--- src/logic/sideband_pkg.sv ---
// Shared constants and types for the processor sideband control block
package sideband_pkg;
   // ----------------------------------------------------------------
   // Register map (byte addresses)
   // ----------------------------------------------------------------
   localparam int ADDR_W = 5;
   localparam logic [ADDR_W-1:0] OFS_CTRL = 5'h00;   // Strobe control register
   localparam logic [ADDR_W-1:0] OFS_STATUS = 5'h04; // Sticky events, write one to clear
   localparam logic [ADDR_W-1:0] OFS_MASK = 5'h08;   // Interrupt mask
   localparam logic [ADDR_W-1:0] OFS_STATE = 5'h0C;  // Live state, read only
   // ----------------------------------------------------------------
   // Field layouts and reset values
   // ----------------------------------------------------------------
   localparam int CTRL_W = 2;
   localparam int CTRL_EN_BIT = 0;                   // Breakpoint strobes in use
   localparam int CTRL_POL_BIT = 1;                  // Strobe polarity bit
   localparam logic [CTRL_W-1:0] CTRL_RST = 2'h0;
   localparam int IRQ_W = 4;
   localparam int IRQ_BP = 0;                        // Strobe pulse issued
   localparam int IRQ_HOT = 1;                       // Over-temperature rose
   localparam int IRQ_WARM = 2;                      // Warm flag rose
   localparam int IRQ_RSTI = 3;                      // Reset interrupt released
   localparam logic [IRQ_W-1:0] IRQ_RST = 4'h0;
   localparam int ST_HOT = 0;
   localparam int ST_WARM = 1;
   localparam int ST_SHUT = 2;
   localparam int ST_PEND = 3;
   localparam int ST_BYP = 4;
   localparam int ST_ARM = 5;
   localparam int ST_ROUTE = 6;
   localparam int ST_RATIO = 8;
   localparam int RATIO_W = 5;
   localparam logic [RATIO_W-1:0] RATIO_RST = 5'h00;
   // ----------------------------------------------------------------
   // Clock tree source select codes and speed test
   // ----------------------------------------------------------------
   localparam logic [1:0] SEL_SPEED_ARM = 2'h0;
   localparam logic [1:0] SEL_SCAN = 2'h1;
   localparam logic [1:0] SEL_CORE = 2'h2;
   localparam logic [1:0] SEL_TCK = 2'h3;
   localparam logic [1:0] SPD_BURST = 2'h2;          // Core clock cycles per trigger
   localparam logic [1:0] RESP_OKAY = 2'h0;
   localparam logic [1:0] RESP_SLVERR = 2'h2;
   typedef enum logic [1:0] {ROUTE_CORE, ROUTE_TCK, ROUTE_SCAN} clk_route_t;
   typedef enum logic [1:0] {BRK_IDLE, BRK_WAIT, BRK_PULSE} brk_state_t;
endpackage

--- src/logic/sync2.sv ---
// Two flip-flop synchroniser for asynchronous levels
`timescale 1ns/1ps
module sync2 #(
   parameter int W = 1
) (
   // Clock and reset
   input wire logic mclk,
   input wire logic rstn,
   // Levels
   input wire logic [W-1:0] d,
   output logic [W-1:0] q
);
   typedef struct packed {
      logic [W-1:0] s1; // First stage, read only by s2
      logic [W-1:0] s2; // Safe stage
   } sync_t;
   sync_t s_r, s_nxt;

   // Shift the levels along
   always_comb begin
      s_nxt.s1 = d;
      s_nxt.s2 = s_r.s1;
   end

   // State register
   always_ff @(posedge mclk or negedge rstn) begin
      if (!rstn) begin
         s_r <= '0;
      end else begin
         s_r <= s_nxt;
      end
   end

   assign q = s_r.s2;
endmodule

--- src/logic/bus_clock_gen.sv ---
// Bus clock tick and half-rate heartbeat generator
`timescale 1ns/1ps
module bus_clock_gen
   import sideband_pkg::*;
#(
   parameter int RW = RATIO_W
) (
   // Clock and reset
   input wire logic mclk,
   input wire logic rstn,
   // Ratio, processor cycles per bus clock minus one
   input wire logic [RW-1:0] ratio,
   // Outputs
   output logic bus_tick,
   output logic heartbeat
);
   typedef struct packed {
      logic [RW-1:0] cnt; // Processor cycles into bus clock
      logic hb;           // Heartbeat level
   } gen_t;
   gen_t s_r, s_nxt;

   // Last processor cycle of each bus clock
   assign bus_tick = (s_r.cnt >= ratio);

   // Count processor cycles, flip heartbeat once per bus clock
   always_comb begin
      s_nxt = s_r;
      s_nxt.cnt = bus_tick ? '0 : RW'(s_r.cnt + 1'b1);
      s_nxt.hb = s_r.hb ^ bus_tick;
   end

   // State register
   always_ff @(posedge mclk or negedge rstn) begin
      if (!rstn) begin
         s_r <= '0;
      end else begin
         s_r <= s_nxt;
      end
   end

   assign heartbeat = s_r.hb;
endmodule

--- src/logic/sideband_ctrl.sv ---
// Processor sideband control: strobe, clock config, scan and thermal
// What this block does
// - Breakpoint hit gives one bus clock pulse quickly
// - Pulse level follows strobe polarity bit
// - Loop bypass routes system clock to core
// - Two-bit select picks the clock tree source
// - Select codes: 10 core, 11 test, 00 armed, 01 scan
// - Heartbeat is half bus clock, even duty
// - Shift mode enables scan, blocks RAM writes
// - Chain select joins scan into one chain
// - Hot flags and shuts down unless overridden
// - Warm flag tracks near-top temperature
// - Reset interrupts wait for die above minimum unless bypassed
`timescale 1ns/1ps
module sideband_ctrl
   import sideband_pkg::*;
(
   // Clock and reset
   input wire logic mclk,
   input wire logic rstn,
   // AXI4-Lite slave
   input wire logic awvalid,
   output logic awready,
   input wire logic [ADDR_W-1:0] awaddr,
   input wire logic wvalid,
   output logic wready,
   input wire logic [31:0] wdata,
   input wire logic [3:0] wstrb,
   output logic bvalid,
   input wire logic bready,
   output logic [1:0] bresp,
   input wire logic arvalid,
   output logic arready,
   input wire logic [ADDR_W-1:0] araddr,
   output logic rvalid,
   input wire logic rready,
   output logic [31:0] rdata,
   output logic [1:0] rresp,
   output logic irq,
   // Breakpoint
   input wire logic bp_trigger,
   output logic bp_strobe,
   // Clock configuration
   input wire logic hard_reset_in,
   input wire logic [RATIO_W-1:0] ratio_cfg_in,
   input wire logic loop_bypass_in,
   input wire logic [1:0] clock_tree_source_select,
   output logic [RATIO_W-1:0] ratio_cfg,
   output logic proc_clk_bypass,
   output logic pll_enable,
   output clk_route_t clk_route,
   output logic speed_trig_armed,
   output logic heartbeat_out,
   // Scan
   input wire logic shift_mode_en,
   input wire logic single_chain_select,
   output logic scan_mode,
   output logic ram_we_block,
   output logic scan_single_chain,
   // Thermal
   input wire logic hot_raw,
   input wire logic warm_raw,
   input wire logic above_min_raw,
   input wire logic overtemp_override,
   input wire logic cold_start_wait_bypass,
   input wire logic reset_irq_req,
   output logic overtemp_flag,
   output logic warm_flag,
   output logic shutdown,
   output logic reset_irq_take
);
   // ----------------------------------------------------------------
   // State
   // ----------------------------------------------------------------
   typedef struct packed {
      logic [CTRL_W-1:0] ctrl;   // Strobe control register
      logic [IRQ_W-1:0] status;  // Sticky events
      logic [IRQ_W-1:0] mask;    // Interrupt mask
      logic irq;                 // Interrupt level
      brk_state_t brk;           // Strobe sequencer
      logic pin;                 // Strobe pin level
      logic again;               // Trigger queued during a pulse
      logic [RATIO_W-1:0] ratio; // Latched ratio
      logic byp;                 // Latched loop bypass
      logic sel1_prev;           // Select bit 1 last cycle
      logic armed;               // Speed test trigger armed
      logic [1:0] burst;         // Speed test core cycles left
      clk_route_t route;         // Clock tree source
      logic scan;                // Scan mode
      logic wblk;                // RAM write block
      logic single;              // Single chain
      logic hot;                 // Over-temperature flag
      logic warm;                // Warm flag
      logic shut;                // Shutdown request
      logic pend;                // Reset interrupt pending
      logic take;                // Reset interrupt released
      logic bvalid;              // Write answer pending
      logic [1:0] bresp;         // Write answer code
      logic rvalid;              // Read answer pending
      logic [31:0] rdata;        // Read data
      logic [1:0] rresp;         // Read answer code
   } st_t;
   st_t s_r, s_nxt;

   logic bus_tick;          // Last processor cycle of a bus clock
   logic [2:0] temp_s;      // Synchronised hot, warm, above minimum
   logic wen;               // Write taken this cycle
   logic ren;               // Read taken this cycle
   logic spd_edge;          // Speed test trigger edge
   logic [IRQ_W-1:0] ev;    // Events this cycle
   logic [IRQ_W-1:0] clr;   // Clears this cycle

   // ----------------------------------------------------------------
   // Helpers
   // ----------------------------------------------------------------
   // Byte-lane merge of a write into a register word
   function automatic logic [31:0] wmerge(input logic [31:0] old, input logic [31:0] d,
                                          input logic [3:0] strb);
      logic [31:0] r;
      r = old;
      for (int i = 0; i < 4; i++) begin
         if (strb[i]) begin
            r[8*i +: 8] = d[8*i +: 8];
         end
      end
      return r;
   endfunction

   // Clock tree source for a select code
   function automatic clk_route_t sel_route(input logic [1:0] sel);
      clk_route_t r;
      r = ROUTE_TCK;
      unique case (sel)
         SEL_CORE: r = ROUTE_CORE;
         SEL_TCK: r = ROUTE_TCK;
         SEL_SPEED_ARM: r = ROUTE_TCK;
         SEL_SCAN: r = ROUTE_SCAN;
      endcase
      return r;
   endfunction

   // ----------------------------------------------------------------
   // Submodules
   // ----------------------------------------------------------------
   // Comparator levels are asynchronous to mclk
   sync2 #(.W(3)) u_temp_sync (
      .mclk(mclk),
      .rstn(rstn),
      .d({above_min_raw, warm_raw, hot_raw}),
      .q(temp_s)
   );

   // Bus clock from latched ratio, heartbeat at half its rate
   bus_clock_gen #(.RW(RATIO_W)) u_bus_clk (
      .mclk(mclk),
      .rstn(rstn),
      .ratio(s_r.ratio),
      .bus_tick(bus_tick),
      .heartbeat(heartbeat_out)
   );

   // ----------------------------------------------------------------
   // Handshakes
   // ----------------------------------------------------------------
   assign wen = awvalid && wvalid && !s_r.bvalid;
   assign ren = arvalid && !s_r.rvalid;
   assign awready = wen;
   assign wready = wen;
   assign arready = ren;
   assign spd_edge = s_r.armed && !s_r.sel1_prev && clock_tree_source_select[1];

   // ----------------------------------------------------------------
   // Next state
   // ----------------------------------------------------------------
   always_comb begin
      s_nxt = s_r;
      clr = '0;
      ev = '0;
      // Register writes
      if (s_r.bvalid && bready) begin
         s_nxt.bvalid = 1'b0;
      end
      if (wen) begin
         s_nxt.bvalid = 1'b1;
         s_nxt.bresp = RESP_OKAY;
         unique case (awaddr)
            OFS_CTRL: s_nxt.ctrl = CTRL_W'(wmerge(32'(s_r.ctrl), wdata, wstrb));
            OFS_STATUS: clr = wstrb[0] ? wdata[IRQ_W-1:0] : '0;
            OFS_MASK: s_nxt.mask = IRQ_W'(wmerge(32'(s_r.mask), wdata, wstrb));
            OFS_STATE: ;    // Read only, write ignored
            default: s_nxt.bresp = RESP_SLVERR;
         endcase
      end
      // Register reads
      if (s_r.rvalid && rready) begin
         s_nxt.rvalid = 1'b0;
      end
      if (ren) begin
         s_nxt.rvalid = 1'b1;
         s_nxt.rresp = RESP_OKAY;
         s_nxt.rdata = '0;
         unique case (araddr)
            OFS_CTRL: s_nxt.rdata[CTRL_W-1:0] = s_r.ctrl;
            OFS_STATUS: s_nxt.rdata[IRQ_W-1:0] = s_r.status;
            OFS_MASK: s_nxt.rdata[IRQ_W-1:0] = s_r.mask;
            OFS_STATE: begin
               s_nxt.rdata[ST_HOT] = s_r.hot;
               s_nxt.rdata[ST_WARM] = s_r.warm;
               s_nxt.rdata[ST_SHUT] = s_r.shut;
               s_nxt.rdata[ST_PEND] = s_r.pend;
               s_nxt.rdata[ST_BYP] = s_r.byp;
               s_nxt.rdata[ST_ARM] = s_r.armed;
               s_nxt.rdata[ST_ROUTE +: 2] = s_r.route;
               s_nxt.rdata[ST_RATIO +: RATIO_W] = s_r.ratio;
            end
            default: s_nxt.rresp = RESP_SLVERR;
         endcase
      end
      // Breakpoint strobe sequencer, pulse spans tick to tick
      unique case (s_r.brk)
         BRK_IDLE: begin
            if (bp_trigger && s_r.ctrl[CTRL_EN_BIT]) begin
               s_nxt.brk = BRK_WAIT;
            end
         end
         BRK_WAIT: begin
            if (bus_tick) begin
               s_nxt.brk = BRK_PULSE;
               s_nxt.again = 1'b0;
               ev[IRQ_BP] = 1'b1;
            end
         end
         BRK_PULSE: begin
            if (bus_tick) begin
               s_nxt.brk = (bp_trigger || s_r.again) ? BRK_WAIT : BRK_IDLE;
            end else if (bp_trigger) begin
               s_nxt.again = 1'b1; // Trigger inside the pulse earns another one
            end
         end
         default: s_nxt.brk = BRK_IDLE;
      endcase
      // Pin shows polarity bit during the pulse, its inverse otherwise
      s_nxt.pin = (s_nxt.brk == BRK_PULSE) ? s_nxt.ctrl[CTRL_POL_BIT]
                                           : !s_nxt.ctrl[CTRL_POL_BIT];
      // Configuration follows the inputs only during hard reset
      if (hard_reset_in) begin
         s_nxt.ratio = ratio_cfg_in;
         s_nxt.byp = loop_bypass_in;
      end
      // Clock tree source and speed test trigger
      s_nxt.sel1_prev = clock_tree_source_select[1];
      s_nxt.armed = (clock_tree_source_select == SEL_SPEED_ARM);
      if (spd_edge) begin
         s_nxt.burst = SPD_BURST;
      end else if (s_r.burst != 2'h0) begin
         s_nxt.burst = s_r.burst - 2'h1;
      end
      s_nxt.route = (s_nxt.burst != 2'h0) ? ROUTE_CORE
                                          : sel_route(clock_tree_source_select);
      // Scan controls
      s_nxt.scan = shift_mode_en;
      s_nxt.wblk = shift_mode_en;
      s_nxt.single = single_chain_select;
      // Thermal flags from synchronised comparators
      s_nxt.hot = temp_s[0];
      s_nxt.shut = temp_s[0] && !overtemp_override;
      s_nxt.warm = temp_s[1];
      ev[IRQ_HOT] = temp_s[0] && !s_r.hot;
      ev[IRQ_WARM] = temp_s[1] && !s_r.warm;
      // Reset interrupts wait for the die to pass the minimum
      s_nxt.take = s_r.pend && (cold_start_wait_bypass || temp_s[2]);
      s_nxt.pend = reset_irq_req || (s_r.pend && !s_nxt.take);
      ev[IRQ_RSTI] = s_nxt.take;
      // Sticky status, an event beats a clear in the same cycle
      s_nxt.status = (s_r.status & ~clr) | ev;
      s_nxt.irq = |(s_nxt.status & s_nxt.mask);
   end

   // ----------------------------------------------------------------
   // State register
   // ----------------------------------------------------------------
   always_ff @(posedge mclk or negedge rstn) begin
      if (!rstn) begin
         s_r <= '0;
         s_r.ctrl <= CTRL_RST;
         s_r.status <= IRQ_RST;
         s_r.mask <= IRQ_RST;
         s_r.pin <= 1'b1;
         s_r.ratio <= RATIO_RST;
         s_r.route <= ROUTE_TCK;
      end else begin
         s_r <= s_nxt;
      end
   end

   // ----------------------------------------------------------------
   // Outputs
   // ----------------------------------------------------------------
   assign bvalid = s_r.bvalid;
   assign bresp = s_r.bresp;
   assign rvalid = s_r.rvalid;
   assign rdata = s_r.rdata;
   assign rresp = s_r.rresp;
   assign irq = s_r.irq;
   assign bp_strobe = s_r.pin;
   assign ratio_cfg = s_r.ratio;
   assign proc_clk_bypass = s_r.byp;
   assign pll_enable = !s_r.byp;
   assign clk_route = s_r.route;
   assign speed_trig_armed = s_r.armed;
   assign scan_mode = s_r.scan;
   assign ram_we_block = s_r.wblk;
   assign scan_single_chain = s_r.single;
   assign overtemp_flag = s_r.hot;
   assign warm_flag = s_r.warm;
   assign shutdown = s_r.shut;
   assign reset_irq_take = s_r.take;

   // ----------------------------------------------------------------
   // Assertions
   // ----------------------------------------------------------------
   localparam int BRK_WIN = 40;
endmodule

--- config.mk ---
export PLATFORM = sky130hd
export DESIGN_NAME = sideband_ctrl
export DESIGN_NICKNAME = d
export VERILOG_FILES = /design/src/logic/sideband_pkg.sv /design/src/logic/sync2.sv /design/src/logic/bus_clock_gen.sv /design/src/logic/sideband_ctrl.sv
export SDC_FILE = /design/constraint.sdc
export NUM_CORES = 1
export LEC_CHECK = 0
export ABC_AREA = 1
export BUFFER_PORTS_ARGS = -buffer_cell sky130_fd_sc_hd__buf_4
export CORE_UTILIZATION = 30
export DETAILED_ROUTE_END_ITERATION = 16
export GPL_TIMING_DRIVEN = 0
export PLACE_DENSITY = 0.67
export SLEW_MARGIN = 15
export SYNTH_ARGS = -nofsm -noshare
export SYNTH_HDL_FRONTEND = slang
export SYNTH_SLANG_ARGS = --single-unit
--- constraint.sdc ---
create_clock -name mclk -period 2.08 [get_ports mclk]
set_input_delay 0.416 -clock mclk [delete_from_list [all_inputs] [get_ports mclk]]
set_output_delay 0.416 -clock mclk [all_outputs]
set_load 0.01 [all_outputs]
* Word level (Yosys, flattened, before mapping)
Index checks and enable logic that the tools add are counted.
** Storage, ports and cells
- Output and inout port bits :: 61
- Flip-flop bits (word level) :: 65
- Word-level logic and storage cells :: 128
** Operators by class
- $add $sub $neg :: 2
- Eq/ne operators :: 15
- Magnitude comparators :: 1
- Mux-type cells :: 35
- Bitwise logic cells :: 5
- Reduce and logical (&&, ||, !) cells :: 40
** Operators by type and width (count)
- 2-to-1 mux 35 bit :: 1
- 2-to-1 mux 4 bit :: 6
- 2-to-1 mux 2 bit :: 11
- equality test 5 x 4 -> 1 bit, second input constant :: 4
- one-hot mux 2 bit (3 select lines) :: 3
- logical AND 1 bit :: 13
- OR reduction 4 bit :: 3
- equality test 5 x 3 -> 1 bit, second input constant :: 2
- zero test 5 bit :: 2
- nonzero test 2 bit :: 5
- zero test 1 bit :: 9
- 2-to-1 mux 1 bit :: 9
- 2-to-1 mux 9 bit :: 1
- bitwise AND 4 bit :: 2
- equality test 2 bit, second input constant :: 4
- one-hot mux 2 bit (4 select lines) :: 1
- adder 5 x 1 -> 5 bit, second input constant :: 1
- greater-or-equal comparator 5 bit :: 1
- 2-to-1 mux 5 bit :: 1
- equality test 2 x 1 -> 1 bit, second input constant :: 2
- zero test 2 bit :: 2
- inequality test 2 bit, second input constant :: 2
- NOT 4 bit :: 1
- bitwise OR 4 bit :: 1
- other kinds (9) :: 11

* Longest topological paths before layout
Gate-level depths: netlist of run 1.
- Depth after elaboration :: 8
- Gate-level depth with buffers :: 12
- Gate-level depth less buffers :: 12

* By module
A second synthesis of run 1 with hierarchy kept.
** Unflattened totals
- Cells, all modules :: 342
- Area, all modules :: 3071.7 µm²
** By module, submodules not included
- sideband_ctrl :: times used 1, seq. area each 1278.7 µm², cells each 291, area each 2542.4 µm²
- bus_clock_gen :: times used 1, seq. area each 150.1 µm², cells each 45, area each 379.1 µm²
- sync2 :: times used 1, seq. area each 150.1 µm², cells each 6, area each 150.1 µm²

* Worst setup path before layout of run 1
OpenSTA, ideal clock, no wires.
- Path kind :: reg2reg
- Start :: register ratio_cfg[4] (netlist name)
- End :: register s_r (netlist bit irq)
- Setup slack :: 0.613 ns
- Data arrival time :: 1.351 ns
- Library setup time :: 0.116 ns
- Required time :: 1.964 ns
- Path buffers :: 0
- Stages on the path, launching flop included :: 11
- Cells stage by stage :: dfrtp_1 inv_1 ha_1 a21oi_1 nand3_2 nand2_1 nand2_1 nand2_1 nand2_1 inv_1 nand2_1
** RTL lines
- to (signal assigned) :: RTL line sideband_ctrl.sv:292 : s_r <= s_nxt;
- to (decl) :: RTL line sideband_ctrl.sv:103 : st_t s_r, s_nxt;

* Worst setup path after layout of run 1
- Start :: register s_r (netlist bit rvalid)
- End :: output port arready
** On the way
- Word-level cells in the longest chain between the ends :: 2
** RTL lines
- zero test 1 bit :: RTL line sideband_ctrl.sv:166 : assign ren = arvalid && !s_r.rvalid;
- logical AND 1 bit :: RTL line sideband_ctrl.sv:166
- to (decl) :: RTL line sideband_ctrl.sv:33 : output logic arready,
Every way passes these cells.

==> flow_summary_export.csv, run 1 <==
group,metric,value,unit
sta,skew,0.008797,ns
routing,drt_iter0_markers,75,
synthesis,synth_top_area_share,49.33,%
synthesis,synthTopCellsByCount,"95 x nand2_1, 61 x dfrtp_1, 45 x buf_4, 39 x inv_1, 19 x nor2_1",
sta,tightest_slew,0.7972,ns
routing,post_drt_wl_per_cell,10.42,um
sta,relSlewSlack,46.85,%
floorplan,die-area,10720,um^2
final_layout,area_growth,34.41,%
final_layout,fin_cells,596,
clock_network,cts_root_buf,"clkbuf_8",
floorplan,fp.dieH,103.6,um
setup_path,critPathLaunchType,"flop",
pwr,total_power,3.436,mW
placement,gp_congestion,0.8021,
synthesis,ys_warn_count,0,
synthesis,yosysTopAreaCell,"dfrtp_1",
global_routing,antenna_found_initial,0,
status,status,"finished clean",
clock_network,numCtsBuffers,9,
floorplan,rows,36,
clock_network,post_cts_resized,0,
synthesis,synthesis.instances,348,
setup_path,cp.arrival,1.31,ns
synthesis,synth_most_common_cell,"nand2_1",
synthesis,synth.area.top_cells,"dfrtp_1 49%, nand2_1 12%, buf_4 11%",
min_path,hold_class,"primary input to asynchronous set/reset pin",
sta,period_needed,1.725,ns
clock_network,htree_levels,3,
clock_network,clkTransAtPathRegs,0.07,ns
final_layout,fin_nets,537,
clock_network,clock_sinks,63,
sta,slew_viol_final,0,
pwr,max-vdd-ir-drop,0.3245,mV
global_routing,grt_pass1_vias,2301,
placement,hpwl,4.833,mm
floorplan,ios,132,
final_layout,fill_cells,991,
setup_path,cp.required,1.66,ns
final_layout,drive_gt1_share,36.07,%
routing,wl,6.212,mm
global_routing,overflow,0,
setup_path,worst-path-max-fanout,9,
sta,hold_viol_final,0,
routing,viasPerCell,4.059,
floorplan,die_x,103.6,um
clock_network,post_cts_buffers,0,
routing,first_pass_iters,4,
final_layout,antenna_cells_inserted,0,
synthesis,ys.flop_type,"dfrtp_1",
synthesis,yosysUniqueCellTypes,31,
sta,whs,0.1387,ns
pwr,p_leak,2.268,nW
floorplan,start_util,31.37,%
routing,ant_nets,0,
placement,dp_cells,580,
routing,drc,0,
sta,setup_viol,0,
sta,setup_tns,0,ns
global_routing,grt_usage,12.26,%
setup_path,end_kind,"primary output",
synthesis,syn_area_per_cell,8.891,um^2
synthesis,postSynth.asyncResetShare,100.0,%
placement,port_buffers,79,
final_layout,layout.area.seq,1579,um^2
synthesis,synth_edf_count,0,
sta,fmax,579.8,MHz
clock_network,cts_hold_buffers,0,
pwr,power_density,826.3,nW/um^2
run,cap_viol_max_count,0,
synthesis,ys_seq_area_share,51.03,%
clock_network,cts_tree,"yes",
floorplan,core_area,9864,um^2
synthesis,synth-seq-cells,63,
sta,rsz0062_at_grt,"no",
global_routing,grt_first_pass_wirelength,10.43,mm
global_routing,grt_max_degree,64,
clock_network,cts_buffer_depth,2,
setup_path,crit_type,"flop to primary output",
synthesis,netlist_area,3094,um^2
clock_network,clk_latency,0.34,ns
routing,vias,2419,
sta,fin_crit_sh,82.92,%
final_layout,multiInputGateArea,1069,um^2
-- state kept, by name (all words and copies together), names as in the netlist, 2 cells and up --
signal and cells:
clk_route 2, rdata 13, ratio_cfg 5, u_temp_sync.s_nxt 3
u_temp_sync.q 3, s_r 17, u_bus_clk.s_r 5
-- cell type report --
type	count	area share (%)
sequential	63	37.97
inverter	46	4.152
clock buffer	10	3.309
timing repair buffer	79	14.26
multi-input combinational	211	25.69
tap	133	4.001
clock inverter	6	2.226
buffer	48	8.394
-- path summary, 6_finish.rpt --
| path | depth (start not counted) | slack [ns] | startpoint | to |
|---|---|---|---|---|
| hold / removal | 1 | 0.14 | rstn | scan_single_chain |
| setup / recovery | 4 | 0.36 | rvalid | arready |
| min in group mclk | 1 | 0.18 | warm_raw | u_temp_sync.s_nxt[1] |
| setup reg to reg | 10 | 0.39 | ratio_cfg[4] | irq |
| max in group asynchronous | 1 | 1.38 | rstn | s_r[69] |
| hold reg to reg | 0 | 0.36 | u_temp_sync.s_nxt[2] | u_temp_sync.q[2] |
-- layer usage --
metal | global-route usage (%) | up-vias | routed length, um
li1 | - | 1245 | -
met1 | 15.82 | 1090 | 2978
met2 | 18.98 | 75 | 2792
met3 | 2.958 | 9 | 312
met4 | 6.522 | 0 | 127
met5 | 0 | - | 0
-- critical path, stage by stage (launching register included) --
cell and delay [ns]:
dfrtp_1 0.35, inv_1 0.05, nand2_1 0.12, clkinv_1 0.24, buf_4 0.22
-- per-stage QoR --
| stage | setup WS [ns] | util (%) | cell area [um^2] |
|---|---|---|---|
| after floorplan | 0.6133 | - | 3169 |
| after global placement | 0.3850 | 39.83 | 3929 |
| after detailed placement | 0.3526 | 39.83 | 3929 |
| after CTS | 0.3277 | 42.16 | 4159 |
| after global routing | 0.2118 | 42.16 | 4159 |
| final | 0.3553 | 42.16 | 4159 |
-- layout by cell type (no fill, tap or decap), types with 3 or more instances in the layout --
cell | netlist | routed
buf_4 | 45 | 124
clkbuf_1 | 3 | 3
clkbuf_8 | 0 | 10
conb_1 | 1 | 21
dfrtp_1 | 61 | 61
ha_1 | 8 | 8
inv_1 | 39 | 39
inv_2 | 6 | 6
nand2_1 | 95 | 95
nand2_2 | 5 | 5
nand3_1 | 13 | 13
nand3_2 | 3 | 3
nand4_1 | 9 | 9
nor2_1 | 19 | 19
nor2_4 | 5 | 5
o21ai_0 | 10 | 10
o31ai_1 | 6 | 6
xor2_1 | 3 | 3
-- cells by family after synthesis --
group | Yosys count | synth area share, %
other | 1 | 0.1212
DFF | 63 | 51.03
AOI/OAI and AO/OA | 23 | 4.569
buffers and inverters | 94 | 16.86
adders and majority gates | 8 | 3.235
and+or+nand+nor | 155 | 23.05
xor gates and xnor gates | 4 | 1.132
-- where the power goes --
group          switching (mW)  total (mW)  internal [mW]
logic                   0.409       0.761          0.352
clock network           0.491        1.20          0.713
registers              0.0968        1.47           1.37
total                   0.997        3.44           2.44
(Power assumes the default switching activity.)
==> run 2: changes to the inputs <==
Settings changed: ABC_AREA 1 to 0.
Clock period 2.08 ns to 1.68 ns, I/O delays scaled along.
==> flow_summary_export.csv, run 2 <==
group,metric,value,unit
status,status,"complete, but fails checks",
status,violations,"setup timing",
routing,vias,2104,
placement,gp_congestion,0.8260,
routing,drt_iter0_markers,98,
routing,first_pass_iters,4,
global_routing,grt_max_degree,64,
sta,hold_viol_final,0,
floorplan,ios,132,
synthesis,ys.flop_type,"dfrtp_1",
synthesis,synth_edf_count,0,
sta,period_needed,1.690,ns
run,cap_viol_max_count,0,
floorplan,die-area,10010,um^2
setup_path,regToRegSetupSlack,-0.01,ns
setup_path,cp.required,1.89,ns
synthesis,netlist_area,2885,um^2
floorplan,rows,35,
sta,tightest_slew,0.7991,ns
sta,rsz0062_at_grt,"yes",
global_routing,overflow,0,
sta,slew_viol_final,0,
pwr,power_density,1142,nW/um^2
final_layout,antenna_cells_inserted,0,
clock_network,cts_root_buf,"clkbuf_8",
routing,viasPerCell,4.191,
setup_path,rr_endpoint,"s_r[60]",
placement,placed_area,3719,um^2
synthesis,synthesis.instances,248,
synthesis,synth_most_common_cell,"dfrtp_1",
clock_network,clk_latency,0.33,ns
min_path,hold_class,"primary input to asynchronous set/reset pin",
synthesis,syn_area_per_cell,11.63,um^2
clock_network,clock_sinks,63,
global_routing,grt_usage,12.89,%
sta,fin_crit_sh,100.6,%
placement,hpwl,4.340,mm
sta,relSlewSlack,46.73,%
setup_path,r2r-start,"ratio_cfg[2]",
sta,setup_tns,-0.009742,ns
routing,ant_nets,0,
final_layout,top_register,"s_r",
sta,fmax,591.8,MHz
synthesis,ys_warn_count,0,
sta,worst_slack,-0.009742,ns
setup_path,critPathLaunchType,"flop",
placement,port_buffers,79,
final_layout,area_growth,44.28,%
routing,wl,6.090,mm
setup_path,rr_worst_depth,8,
synthesis,postSynth.asyncResetShare,100.0,%
final_layout,layout_common_cells,"133 x buf_4, 61 x dfrtp_1, 22 x inv_1, 21 x conb_1, 15 x a22o_1",
synthesis,ys_seq_area_share,54.73,%
final_layout,drive_gt1_share,48.79,%
synthesis,synthTopCellsByCount,"61 x dfrtp_1, 45 x buf_4, 23 x inv_1, 15 x a22o_1, 12 x nor2_1",
setup_path,worst-path-max-fanout,6,
final_layout,fill_cells,910,
pwr,p_leak,2.189,nW
sta,setup_viol,1,
floorplan,start_util,31.08,%
final_layout,final_area,4163,um^2
synthesis,yosysTopAreaCell,"dfrtp_1",
clock_network,htree_levels,3,
clock_network,clkTransAtPathRegs,0.08,ns
setup_path,crit_type,"flop to flop",
final_layout,largest_reg_flops,17,
synthesis,synth-seq-cells,63,
floorplan,core_area,9284,um^2
synthesis,synth_top_area_share,52.91,%
pwr,max-vdd-ir-drop,0.4311,mV
final_layout,layout_commonest_cell,"buf_4",
synthesis,synth.area.top_cells,"dfrtp_1 53%, buf_4 12%, a22o_1 4.6%",
global_routing,antenna_found_initial,0,
setup_path,cp.arrival,1.89,ns
global_routing,grt_pass1_vias,2046,
clock_network,numCtsBuffers,9,
global_routing,grt_first_pass_wirelength,9.811,mm
placement,dp_slack,-0.2617,ns
synthesis,yosysUniqueCellTypes,41,
floorplan,fp.dieH,100.1,um
routing,drc,0,
clock_network,cts_buffer_depth,2,
floorplan,die_x,100.1,um
sta,skew,0.007467,ns
setup_path,end_kind,"flop",
final_layout,fin_nets,447,
routing,post_drt_wl_per_cell,12.13,um
clock_network,cts_tree,"yes",
==> run 2: power breakdown <==
group	switching [mW]	internal, mW	total [mW]
Clock	0.621	0.990	1.61
Combinational	0.611	0.690	1.30
Sequential	0.128	1.71	1.84
Total	1.36	3.39	4.75
==> run 2: worst max-delay path: stages, from the launching register on <==
cell      delay, ns
dfrtp_1        0.40
inv_2          0.08
ha_4           0.21
a21o_1         0.18
a31oi_4        0.18
o21ai_4        0.08
clkbuf_8       0.16
a32oi_2        0.16
o22ai_1        0.10
==> run 2: layout make-up <==
cell class / instances / area [um^2] / area share [%]
sequential: 63 / 1579 / 37.93
buffer: 50 / 382.9 / 9.197
clock buffer: 9 / 123.9 / 2.976
timing repair buffer: 89 / 671.9 / 16.14
tap: 129 / 161.4 / 3.877
inverter: 23 / 86.33 / 2.074
clock inverter: 7 / 120.1 / 2.885
multi-input combinational: 132 / 1037 / 24.92
==> run 2: worst max path at each step <==
| stage | startpoint | endpoint | cells after the start |
|---|---|---|---|
| floorplan | u_bus_clk.s_r[3] | s_r[58] | 7 |
| global placement | awaddr[1] | irq | 6 |
| detailed placement | awaddr[1] | irq | 6 |
| CTS | rvalid | arready | 5 |
| global route | bvalid | bp_strobe | 6 |
| finish | ratio_cfg[2] | s_r[60] | 8 |
==> run 2: cell families after synthesis <==
logic type                 Yosys count  synth area share (%)
adders and majority gates            8                 3.469
AOI/OAI and AO/OA                   41                 10.45
buffers and inverters               73                 15.44
and+or+nand+nor                     45                 8.846
muxes                               12                 5.420
DFF                                 63                 54.73
xor gates and xnor gates             5                 1.518
other                                1                0.1300
==> run 2: per-layer routing <==
layer,global-route usage (%),share of wire (%),vias up
met5,0,0,-
met4,7.915,2.0,0
met3,3.343,5.7,9
met2,21.17,51,61
met1,15.16,41,1017
li1,-,-,1017
==> run 2: metrics by stage <==
step / power, mW / utilization (%) / hold slack, ns / std cells
after floorplan: 2.475 / - / 0.04041 / 268
after global placement: 2.817 / 40.05 / 0.3335 / 476
after detailed placement: 2.856 / 40.05 / 0.3370 / 476
after CTS: 4.650 / 43.77 / 0.08044 / 500
after global routing: 5.061 / 44.84 / 0.07113 / 502
final: 4.753 / 44.84 / 0.09177 / 502
==> run 2: repair_timing <==
action,4_1_cts,5_1_grt
setup buffers,8,2
hold buffers,0,0
gates resized for setup,10,15
pin swaps,6,2
setup endpoints to repair,17,21
